$ cat config.mk
export PLATFORM = sky130hd
export DESIGN_NAME = led_serial_latch
export DESIGN_NICKNAME = d
export VERILOG_FILES = /design/src/core/bit_buffer.v /design/src/core/led_serial_latch.v
export VERILOG_INCLUDE_DIRS = /design/src /design/src/core
export SDC_FILE = /design/constraint.sdc
export NUM_CORES = 1
export LEC_CHECK = 0
export ABC_AREA = 1
export BUFFER_PORTS_ARGS = -buffer_cell sky130_fd_sc_hd__buf_4
export CAP_MARGIN = 20
export CORE_ASPECT_RATIO = 1.25
export CORE_UTILIZATION = 45
export CTS_BUF_LIST = sky130_fd_sc_hd__clkbuf_4
export DETAILED_ROUTE_END_ITERATION = 8
export GPL_TIMING_DRIVEN = 0
export PLACE_DENSITY_LB_ADDON = 0.2
export SLEW_MARGIN = 20
export SYNTH_ARGS = -nofsm -noshare
export SYNTH_HDL_FRONTEND = slang
export SYNTH_SLANG_ARGS = --single-unit
$ cat constraint.sdc
create_clock -name clk -period 2.1 [get_ports clk]
set_input_delay 0.21 -clock clk [delete_from_list [all_inputs] [get_ports clk]]
set_output_delay 0.21 -clock clk [all_outputs]
set_load 0.1 [all_outputs]
$ cat src/core/led_latch_defs.vh
// constants for the led driver serial load and latch port
// assumes inclusion by bare name from the design files
`ifndef LED_LATCH_DEFS_VH
`define LED_LATCH_DEFS_VH
`define CHANNELS      16
`define CORR_BITS     7
`define ONOFF_LEN     16
`define CORR_LEN      112
`define ONOFF_RST     16'h0000
`define CORR_RST      112'h0
`define BUF_DEPTH     2
`define CORR_FIELD_RST 7'h00
`define PIN_RST       1'b0
`endif

$ cat src/core/bit_buffer.v
// two-entry buffer with valid and ready on both sides
// assumes a single clock and a synchronous active-high reset
`timescale 1ns/100ps
module bit_buffer (
  clk,
  rst,
  in_valid,
  in_ready,
  in_data,
  out_valid,
  out_ready,
  out_data
);
  input  wire       clk;
  input  wire       rst;
  input  wire       in_valid;
  output wire       in_ready;
  input  wire [1:0] in_data;
  output wire       out_valid;
  input  wire       out_ready;
  output wire [1:0] out_data;

  reg [1:0] mem_r [0:1];
  reg       wr_ptr_r;
  reg       rd_ptr_r;
  reg [1:0] count_r;
  wire      push;
  wire      pop;

  assign in_ready  = (count_r != 2'h2);
  assign out_valid = (count_r != 2'h0);
  assign out_data  = mem_r[rd_ptr_r];
  assign push      = in_valid && in_ready;
  assign pop       = out_valid && out_ready;

  always @(posedge clk) begin
    if (rst) begin
      wr_ptr_r <= 1'b0;
      rd_ptr_r <= 1'b0;
      count_r  <= 2'h0;
      mem_r[0] <= 2'h0;
      mem_r[1] <= 2'h0;
    end else begin
      if (push) begin
        mem_r[wr_ptr_r] <= in_data;
        wr_ptr_r        <= ~wr_ptr_r;
      end
      if (pop)
        rd_ptr_r <= ~rd_ptr_r;
      if (push && !pop)
        count_r <= count_r + 2'h1;
      else if (pop && !push)
        count_r <= count_r - 2'h1;
    end
  end
endmodule // bit_buffer

$ cat src/core/led_serial_latch.v
// serial load and latch logic of a 16-channel led sink driver
// assumes all pins are asynchronous to clk, which runs far faster than the shift clock
`timescale 1ns/100ps
`include "led_latch_defs.vh"
module led_serial_latch (
  clk,
  rst,
  shift_clk,
  serial_data_in,
  mode_sel,
  latch_strobe,
  blank,
  open_led_detect,
  overtemp_flag,
  serial_data_out,
  error_out_n_o,
  error_out_n_oe,
  chan_on,
  onoff_data,
  brightness_correction
);
  input  wire                       clk;
  input  wire                       rst;
  input  wire                       shift_clk;
  input  wire                       serial_data_in;
  input  wire                       mode_sel;
  input  wire                       latch_strobe;
  input  wire                       blank;
  input  wire [`CHANNELS-1:0]       open_led_detect;
  input  wire                       overtemp_flag;
  output reg                        serial_data_out;
  output wire                       error_out_n_o;
  output wire                       error_out_n_oe;
  output reg  [`CHANNELS-1:0]       chan_on;
  output wire [`CHANNELS-1:0]       onoff_data;
  output wire [`CORR_LEN-1:0]       brightness_correction;

  // pin synchronisers: one two-stage chain per pin bit
  localparam PIN_W = `CHANNELS + 6;

  wire [PIN_W-1:0] pin_raw;
  wire [PIN_W-1:0] pin_sync;

  assign pin_raw = {overtemp_flag,
                    open_led_detect,
                    blank,
                    latch_strobe,
                    mode_sel,
                    serial_data_in,
                    shift_clk};

  genvar p;
  generate
    for (p = 0; p < PIN_W; p = p + 1) begin : g_sync
      reg stage1_r;
      reg stage2_r;

      always @(posedge clk) begin
        if (rst) begin
          stage1_r <= `PIN_RST;
          stage2_r <= `PIN_RST;
        end else begin
          stage1_r <= pin_raw[p];
          stage2_r <= stage1_r;
        end
      end

      assign pin_sync[p] = stage2_r;
    end
  endgenerate

  // synchronised pin levels
  wire                 sck_s;
  wire                 sdi_s;
  wire                 mode_s;
  wire                 lat_s;
  wire                 blk_s;
  wire [`CHANNELS-1:0] open_s;
  wire                 hot_s;

  assign sck_s  = pin_sync[0];
  assign sdi_s  = pin_sync[1];
  assign mode_s = pin_sync[2];
  assign lat_s  = pin_sync[3];
  assign blk_s  = pin_sync[4];
  assign open_s = pin_sync[`CHANNELS+4:5];
  assign hot_s  = pin_sync[`CHANNELS+5];

  // edge detectors rest low, the idle level of both pins
  reg  sck_d_r;
  reg  lat_d_r;
  wire sck_rise;
  wire lat_rise;

  assign sck_rise = sck_s & ~sck_d_r;
  assign lat_rise = lat_s & ~lat_d_r;

  // each shifted bit is held, then queued with the mode it arrived in
  reg        hold_r;
  reg        hold_nxt;
  reg        hold_mode_r;
  reg        hold_mode_nxt;
  reg        hold_bit_r;
  reg        hold_bit_nxt;
  wire       buf_in_ready;
  wire       buf_out_valid;
  wire [1:0] buf_out_data;
  wire       corr_load;
  wire       apply_ready;
  wire       apply;

  // a transparent correction latch stalls the queue so no bit slips past it
  assign corr_load   = lat_s & mode_s;
  assign apply_ready = ~corr_load;
  assign apply       = buf_out_valid & apply_ready;

  always @* begin
    hold_nxt      = hold_r;
    hold_mode_nxt = hold_mode_r;
    hold_bit_nxt  = hold_bit_r;
    if (sck_rise) begin
      hold_nxt      = 1'b1;
      hold_mode_nxt = mode_s;
      hold_bit_nxt  = sdi_s;
    end else if (buf_in_ready) begin
      hold_nxt = 1'b0;
    end
  end

  bit_buffer u_buf (
    .clk       (clk),
    .rst       (rst),
    .in_valid  (hold_r),
    .in_ready  (buf_in_ready),
    .in_data   ({hold_mode_r, hold_bit_r}),
    .out_valid (buf_out_valid),
    .out_ready (apply_ready),
    .out_data  (buf_out_data)
  );

  // input shift registers and the on/off register
  reg  [`ONOFF_LEN-1:0] onoff_sr_r;
  reg  [`ONOFF_LEN-1:0] onoff_sr_nxt;
  reg  [`CORR_LEN-1:0]  corr_sr_r;
  reg  [`CORR_LEN-1:0]  corr_sr_nxt;
  reg  [`ONOFF_LEN-1:0] onoff_reg_r;
  reg  [`ONOFF_LEN-1:0] onoff_reg_nxt;
  wire [`CORR_LEN-1:0]  corr_reg;
  wire [`CHANNELS-1:0]  chan_gated;

  always @* begin
    onoff_sr_nxt = onoff_sr_r;
    corr_sr_nxt  = corr_sr_r;
    if (apply) begin
      if (buf_out_data[1])
        corr_sr_nxt = {corr_sr_r[`CORR_LEN-2:0], buf_out_data[0]};
      else
        onoff_sr_nxt = {onoff_sr_r[`ONOFF_LEN-2:0], buf_out_data[0]};
    end
  end

  always @* begin
    onoff_reg_nxt = onoff_reg_r;
    if (lat_rise && !mode_s)
      onoff_reg_nxt = onoff_sr_r;
  end

  // per channel: correction field latch and blanking gate
  genvar c;
  generate
    for (c = 0; c < `CHANNELS; c = c + 1) begin : g_chan
      reg [`CORR_BITS-1:0] field_r;

      always @(posedge clk) begin
        if (rst)
          field_r <= `CORR_FIELD_RST;
        else if (corr_load)
          field_r <= corr_sr_r[c*`CORR_BITS +: `CORR_BITS];
      end

      // latch low: the field keeps its value
      assign corr_reg[c*`CORR_BITS +: `CORR_BITS] = field_r;
      assign chan_gated[c] = onoff_reg_r[c] & ~blk_s;
    end
  endgenerate

  // serial output, error pin and the clocked state
  wire err_any;
  reg  err_r;
  reg  serial_data_out_nxt;

  assign err_any = (|open_s) | hot_s;

  always @* begin
    if (mode_s)
      serial_data_out_nxt = corr_sr_r[`CORR_LEN-1];
    else
      serial_data_out_nxt = onoff_sr_r[`ONOFF_LEN-1];
  end

  always @(posedge clk) begin
    if (rst) begin
      sck_d_r         <= 1'b0;
      lat_d_r         <= 1'b0;
      hold_r          <= 1'b0;
      hold_mode_r     <= 1'b0;
      hold_bit_r      <= 1'b0;
      onoff_sr_r      <= `ONOFF_RST;
      corr_sr_r       <= `CORR_RST;
      onoff_reg_r     <= `ONOFF_RST;
      chan_on         <= `ONOFF_RST;
      serial_data_out <= 1'b0;
      err_r           <= 1'b0;
    end else begin
      sck_d_r         <= sck_s;
      lat_d_r         <= lat_s;
      hold_r          <= hold_nxt;
      hold_mode_r     <= hold_mode_nxt;
      hold_bit_r      <= hold_bit_nxt;
      onoff_sr_r      <= onoff_sr_nxt;
      corr_sr_r       <= corr_sr_nxt;
      onoff_reg_r     <= onoff_reg_nxt;
      chan_on         <= chan_gated;
      serial_data_out <= serial_data_out_nxt;
      err_r           <= err_any;
    end
  end

  assign onoff_data            = onoff_reg_r;
  assign brightness_correction = corr_reg;
  assign error_out_n_o         = 1'b0;
  assign error_out_n_oe        = err_r;
endmodule // led_serial_latch

* After elaboration in Yosys (flattened, before gate mapping)
Memories as Yosys holds them, arrays and structs flattened. A register that Yosys moved wholly into a read port is not among the register bits.
Index checks and enable logic that the tools add are counted.
** Operators by class
- Add/subtract/negate cells :: 2
- Bitwise operators :: 28
- $mul :: 0
- Reduce and logical (&&, ||, !) cells :: 15
- Order comparisons :: 0
- Div/mod/pow operators :: 0
- Equality and inequality tests :: 1
- Multiplexer cells :: 15
- Shifts and indexed selects :: 0
** Operators with widths (count)
- $and 1x1->1 :: 20
- $reduce_or 16->1 :: 1
- $mux 1 :: 12
- $not 1->1 :: 7
- $mux 2 :: 3
- $reduce_bool 2->1 :: 3
- $logic_and 1x1->1 :: 5
- $reduce_and 2->1 :: 2
- $logic_not 1->1 :: 3
- $add 2x1->2 const B :: 1
- $ne 2x2->1 const B :: 1
- $reduce_or 2->1 :: 1
- $sub 2x1->2 const B :: 1
- $or 1x1->1 :: 1
** Storage, ports and cells
- Word-level logic and storage cells :: 136
- Output and inout port bits :: 147
- Memories kept :: 1
- RAM bits :: 4
- Bits of input ports :: 24
- Latch bits :: 0
- Bits in registers :: 327
- ROM bits :: 0
** Memory list
- u_buf.mem_r :: words 2, width 2, read ports 1, clocked after Yosys merged registers in 1, wr ports 2, RTL line bit_buffer.v:23 : reg [1:0] mem_r [0:1];

* Depth between registers and ports, before layout
- Word-level depth :: 7
- Mapped depth :: 10
- Mapped depth without buffers :: 10

* Cells and area by module
From an unflattened synthesis, not the netlist that was laid out.
** Second synthesis, totals
- Cell total of the unflattened synthesis :: 1455
- Area total of the unflattened synthesis :: 11622.4 um2
** By module, submodules not included
- led_serial_latch :: area each 11188.2 um2, times used 1, cells each 1406
- bit_buffer :: area each 434.2 um2, times used 1, cells each 49

* Worst setup path before layout
Ideal clock, no wire load.
- Path type :: reg2reg
- Start point :: reg u_buf.count_r[1]
- End point :: reg u_buf.count_r[1]
- Arrival time :: 1332 ps
- Stages on the path, launching flop included :: 8
- Required time :: 1987 ps
- Setup time :: 113 ps
- Path slack :: 655 ps
- Period minus slack after synthesis :: 1445 ps
- Path through :: dfxtp_1 -> inv_1 -> o21ai_0 -> inv_1 -> ha_1 -> nand3b_1 -> nor2_1 -> nor2_1
** On the way
- Cells in the longest elaborated chain, start to end :: 5
** Ends and longest elaborated chain
- start, declared :: RTL line bit_buffer.v:26 : reg [1:0] count_r;
- start signal, assigned :: RTL line bit_buffer.v:51 : count_r <= count_r + 2'h1;
- start signal, assigned :: RTL line bit_buffer.v:53 : count_r <= count_r - 2'h1;
- $ne 2x2->1 * :: RTL line bit_buffer.v:30 : assign in_ready = (count_r != 2'h2);
- $logic_and 1x1->1 * :: RTL line bit_buffer.v:33 : assign push = in_valid && in_ready;
- named net u_buf.push :: RTL line bit_buffer.v:27 : wire push;
- $logic_not 1->1 :: RTL line bit_buffer.v:52 : else if (pop && !push)
- $logic_and 1x1->1 :: RTL line bit_buffer.v:52
- $reduce_bool 2->1 (no line)
Mark *: on every way through the listed nets, which the timed path passes. The rest lies on a longest branch. The select of a mux whose other input is x is not followed.
A chain may end at the register's enable or synchronous reset.

* Final worst setup path
- Start point :: reg g_sync[3].stage2_r
- End point :: reg g_chan[0].field_r[3]
** On the way
- Cells in the longest elaborated chain, start to end :: 1
** Ends and longest elaborated chain
- start, declared :: RTL line led_serial_latch.v:56 : reg stage2_r;
- start signal, assigned :: RTL line led_serial_latch.v:61 : stage2_r <= `PIN_RST;
- start signal, assigned :: RTL line led_serial_latch.v:64 : stage2_r <= stage1_r;
- $and 1x1->1 :: RTL line led_serial_latch.v:113 : assign corr_load = lat_s & mode_s;
- end signal, assigned :: RTL line led_serial_latch.v:176 : field_r <= `CORR_FIELD_RST;
- end signal, assigned :: RTL line led_serial_latch.v:178 : field_r <= corr_sr_r[c*`CORR_BITS +: `CORR_BITS];
- end, declared :: RTL line led_serial_latch.v:172 : reg [`CORR_BITS-1:0] field_r;
Every way passes these cells.

==> results.ini <==
[status]
status = completed

[routing]
avgViaCountPerCell = 4.70
drt-total-wl_mm = 28.8
vias = 10400
drtIter0Drc = 473
drt_first_pass_iters = 5
drc = 0
wire_per_inst_um = 13.0
antenna_left = 0

[power_and_ir_drop]
ir_worst_vdd_mv = 0.574
p_leak_nw = 6.74
power_mw = 18.1
cellPowerDensity_nw_per_um2 = 1220

[synth]
yosysMostFrequentCell = dfxtp_1
synthTopCellsByArea = dfxtp_1, nor2_1, inv_1, a21oi_1, o21ai_0
synth-warning-count = 0
ys.flop_type = dfxtp_1
syn_nets = 1567
yosysSeqAreaShare = 0.561
synth-simple-area-share = 0.216
synth_xor_area_frac = 0
syn_avg_cell_area_sq_um = 7.73
yosys.area.top_type_share = 0.551
synth_top_family_by_area = simple AND/OR/NAND/NOR gates
synth_cell_type_count = 22
synth_common_cells = dfxtp_1, nor2_1, inv_1
synthAdderAreaFrac = 0.00105
synth_compound_area_frac = 0.112
syn_inst = 1542
synth_edf_count = 4
ys_seq_elements = 332
synthMuxAreaShare = 0
syn_area_sq_um = 11900
async_reset_ff_frac = 0
synth.largest_area_cell = dfxtp_1

[place]
detailedPlacementHpwl_mm = 19.6
portBuffers = 169
gpl.final_weighted_congestion = 0.795
dp.cells = 2051

[clock_network]
cts_setup_buffers = 0
ctsRootBufferMaster = clkbuf_4
worst_skew_pair.late_latency_ns = 0.68
cts-resized-gates = 0
numCtsBuffers = 82
htree_levels = 3
clock-sinks = 332
cts_buffer_depth = 3
clk_pin_slew_ns = 0.06
postCtsHoldBufs = 22
tritoncts = built

[sta]
setup_violations = 0
finalHoldViolCount = 0
worst_clock_skew_ns = 0.0411
min_period_over_period = 0.925
drv_slew = 0
fmax_mhz = 515
tightest_slew_ns = 0.811
setup_tns_ns = 0
final.min_clock_period_ns = 1.94
slew_headroom = 0.460
rsz0062_at_grt = no

[die]
rows = 66
io_pins = 171
dieWidth_um = 148
core-area_sq_um = 26000
start_util = 0.458
die_h_um = 184
die_area_sq_um = 27200

[final_layout]
drive_gt1_frac = 0.192
layout.cells.non_filler = 2208
syn2layout_area_growth_pct = 24.3
final_nets = 1842

[grt]
grt_use_met3 = 0.0558
overflow = 0
grt.total_usage = 0.215
grt_max_degree = 11
grt_pass1_vias = 9903
antenna_found_initial = 1
busiest_layer = met2
grt_use_met1 = 0.249
gr-usage-met2 = 0.375
grt_pass1_wl_mm = 47.2

[critical_path]
cp-start-kind = register
regToRegSetupSlack_ns = 0.16
cp-end-kind = register
path_class = reg -> reg
cp_max_fo = 10
critical_path_arrival_ns = 2.48
crit_required_ns = 2.64

[job]
drv_cap = 0

[min_path]
hp-class = in -> reg

per-stage QoR:
step | instance area, sq um | utilization | hold slack, ns | setup slack [ns]
after CTS | 14800 | 0.570 | 0.0689 | 0.152
final | 14800 | 0.570 | 0.125 | 0.157
after floorplan | 11900 | - | 0.317 | 0.655
after global routing | 14800 | 0.570 | 0.0937 | 0.0583
after detailed placement | 13600 | 0.524 | 0.395 | 0.172
after global placement | 13600 | 0.524 | 0.392 | 0.172
worst max-delay path, stage by stage, from the launching register on:
cell and delay, ns:
dfxtp_1 0.39, nand2_1 0.14, inv_2 0.18, clkbuf_1 0.64
buf_2 0.37, a21oi_1 0.10
cells in the final DEF (no fill, tap or decap), drive strengths merged:
| master | n |
|---|---|
| a21oi | 133 |
| buf | 234 |
| bufinv | 1 |
| clkbuf | 160 |
| clkinv | 13 |
| conb | 1 |
| dfxtp | 328 |
| diode | 1 |
| dlygate4sd3 | 22 |
| edfxtp | 4 |
| ha | 1 |
| inv | 206 |
| nand2 | 151 |
| nand3 | 132 |
| nand3b | 2 |
| nor2 | 329 |
| nor3 | 16 |
| o21ai | 134 |
cell type report:
class,count,area (sq um)
Inverter,205,769
Sequential cell,332,6690
Buffer,106,533
Tap cell,340,425
Multi-Input combinational cell,899,3940
Clock inverter,15,83.8
Clock buffer,119,893
Antenna cell,1,2.50
Fill cell,2511,11200
Timing Repair Buffer,191,1490
routing by layer:
layer | routed length, um | up-vias | part of all wire
li1 | - | 5389 | -
met1 | 12400 | 4712 | 0.43
met2 | 14000 | 238 | 0.49
met3 | 1730 | 47 | 0.060
met4 | 639 | 0 | 0.022
met5 | 0 | - | 0
final timing paths:
path | startpoint | end | cells past startpoint
worst max-delay path | g_sync[3].stage2_r | g_chan[0].field_r[3] | 5
worst min-delay path | rst | chan_on[11] | 3
worst max register to register | g_sync[3].stage2_r | g_chan[0].field_r[3] | 5
worst min register to register | g_sync[17].stage1_r | g_sync[17].stage2_r | 2
flip-flops by register name, summed over array words and instances (netlist names), named ones only:
name             count
corr_sr_r          112
g_chan.field_r     112
g_sync.stage1_r     22
g_sync.stage2_r     21
chan_on             16
onoff_data          16
onoff_sr_r          16
u_buf.mem_r          4
u_buf.count_r        2
blk_s                1
error_out_n_oe       1
hold_bit_r           1
hold_mode_r          1
hold_r               1
lat_d_r              1
sck_d_r              1
serial_data_out      1
u_buf.rd_ptr_r       1
u_buf.wr_ptr_r       1
logic make-up (layout without fill, tap and decap cells):
logic type	after synthesis	after routing
AO/OA/AOI/OAI	267	267
flip-flops	332	332
adder cells (fa/ha/maj)	1	1
buffers and inverters	311	636
AND/OR/NAND/NOR	630	630
other	1	2
power breakdown:
part	switching, mW	internal, mW
clock network	2.42	2.69
logic	3.33	1.66
registers	0.577	7.46
total	6.32	11.8
(Power assumes the default switching activity.)
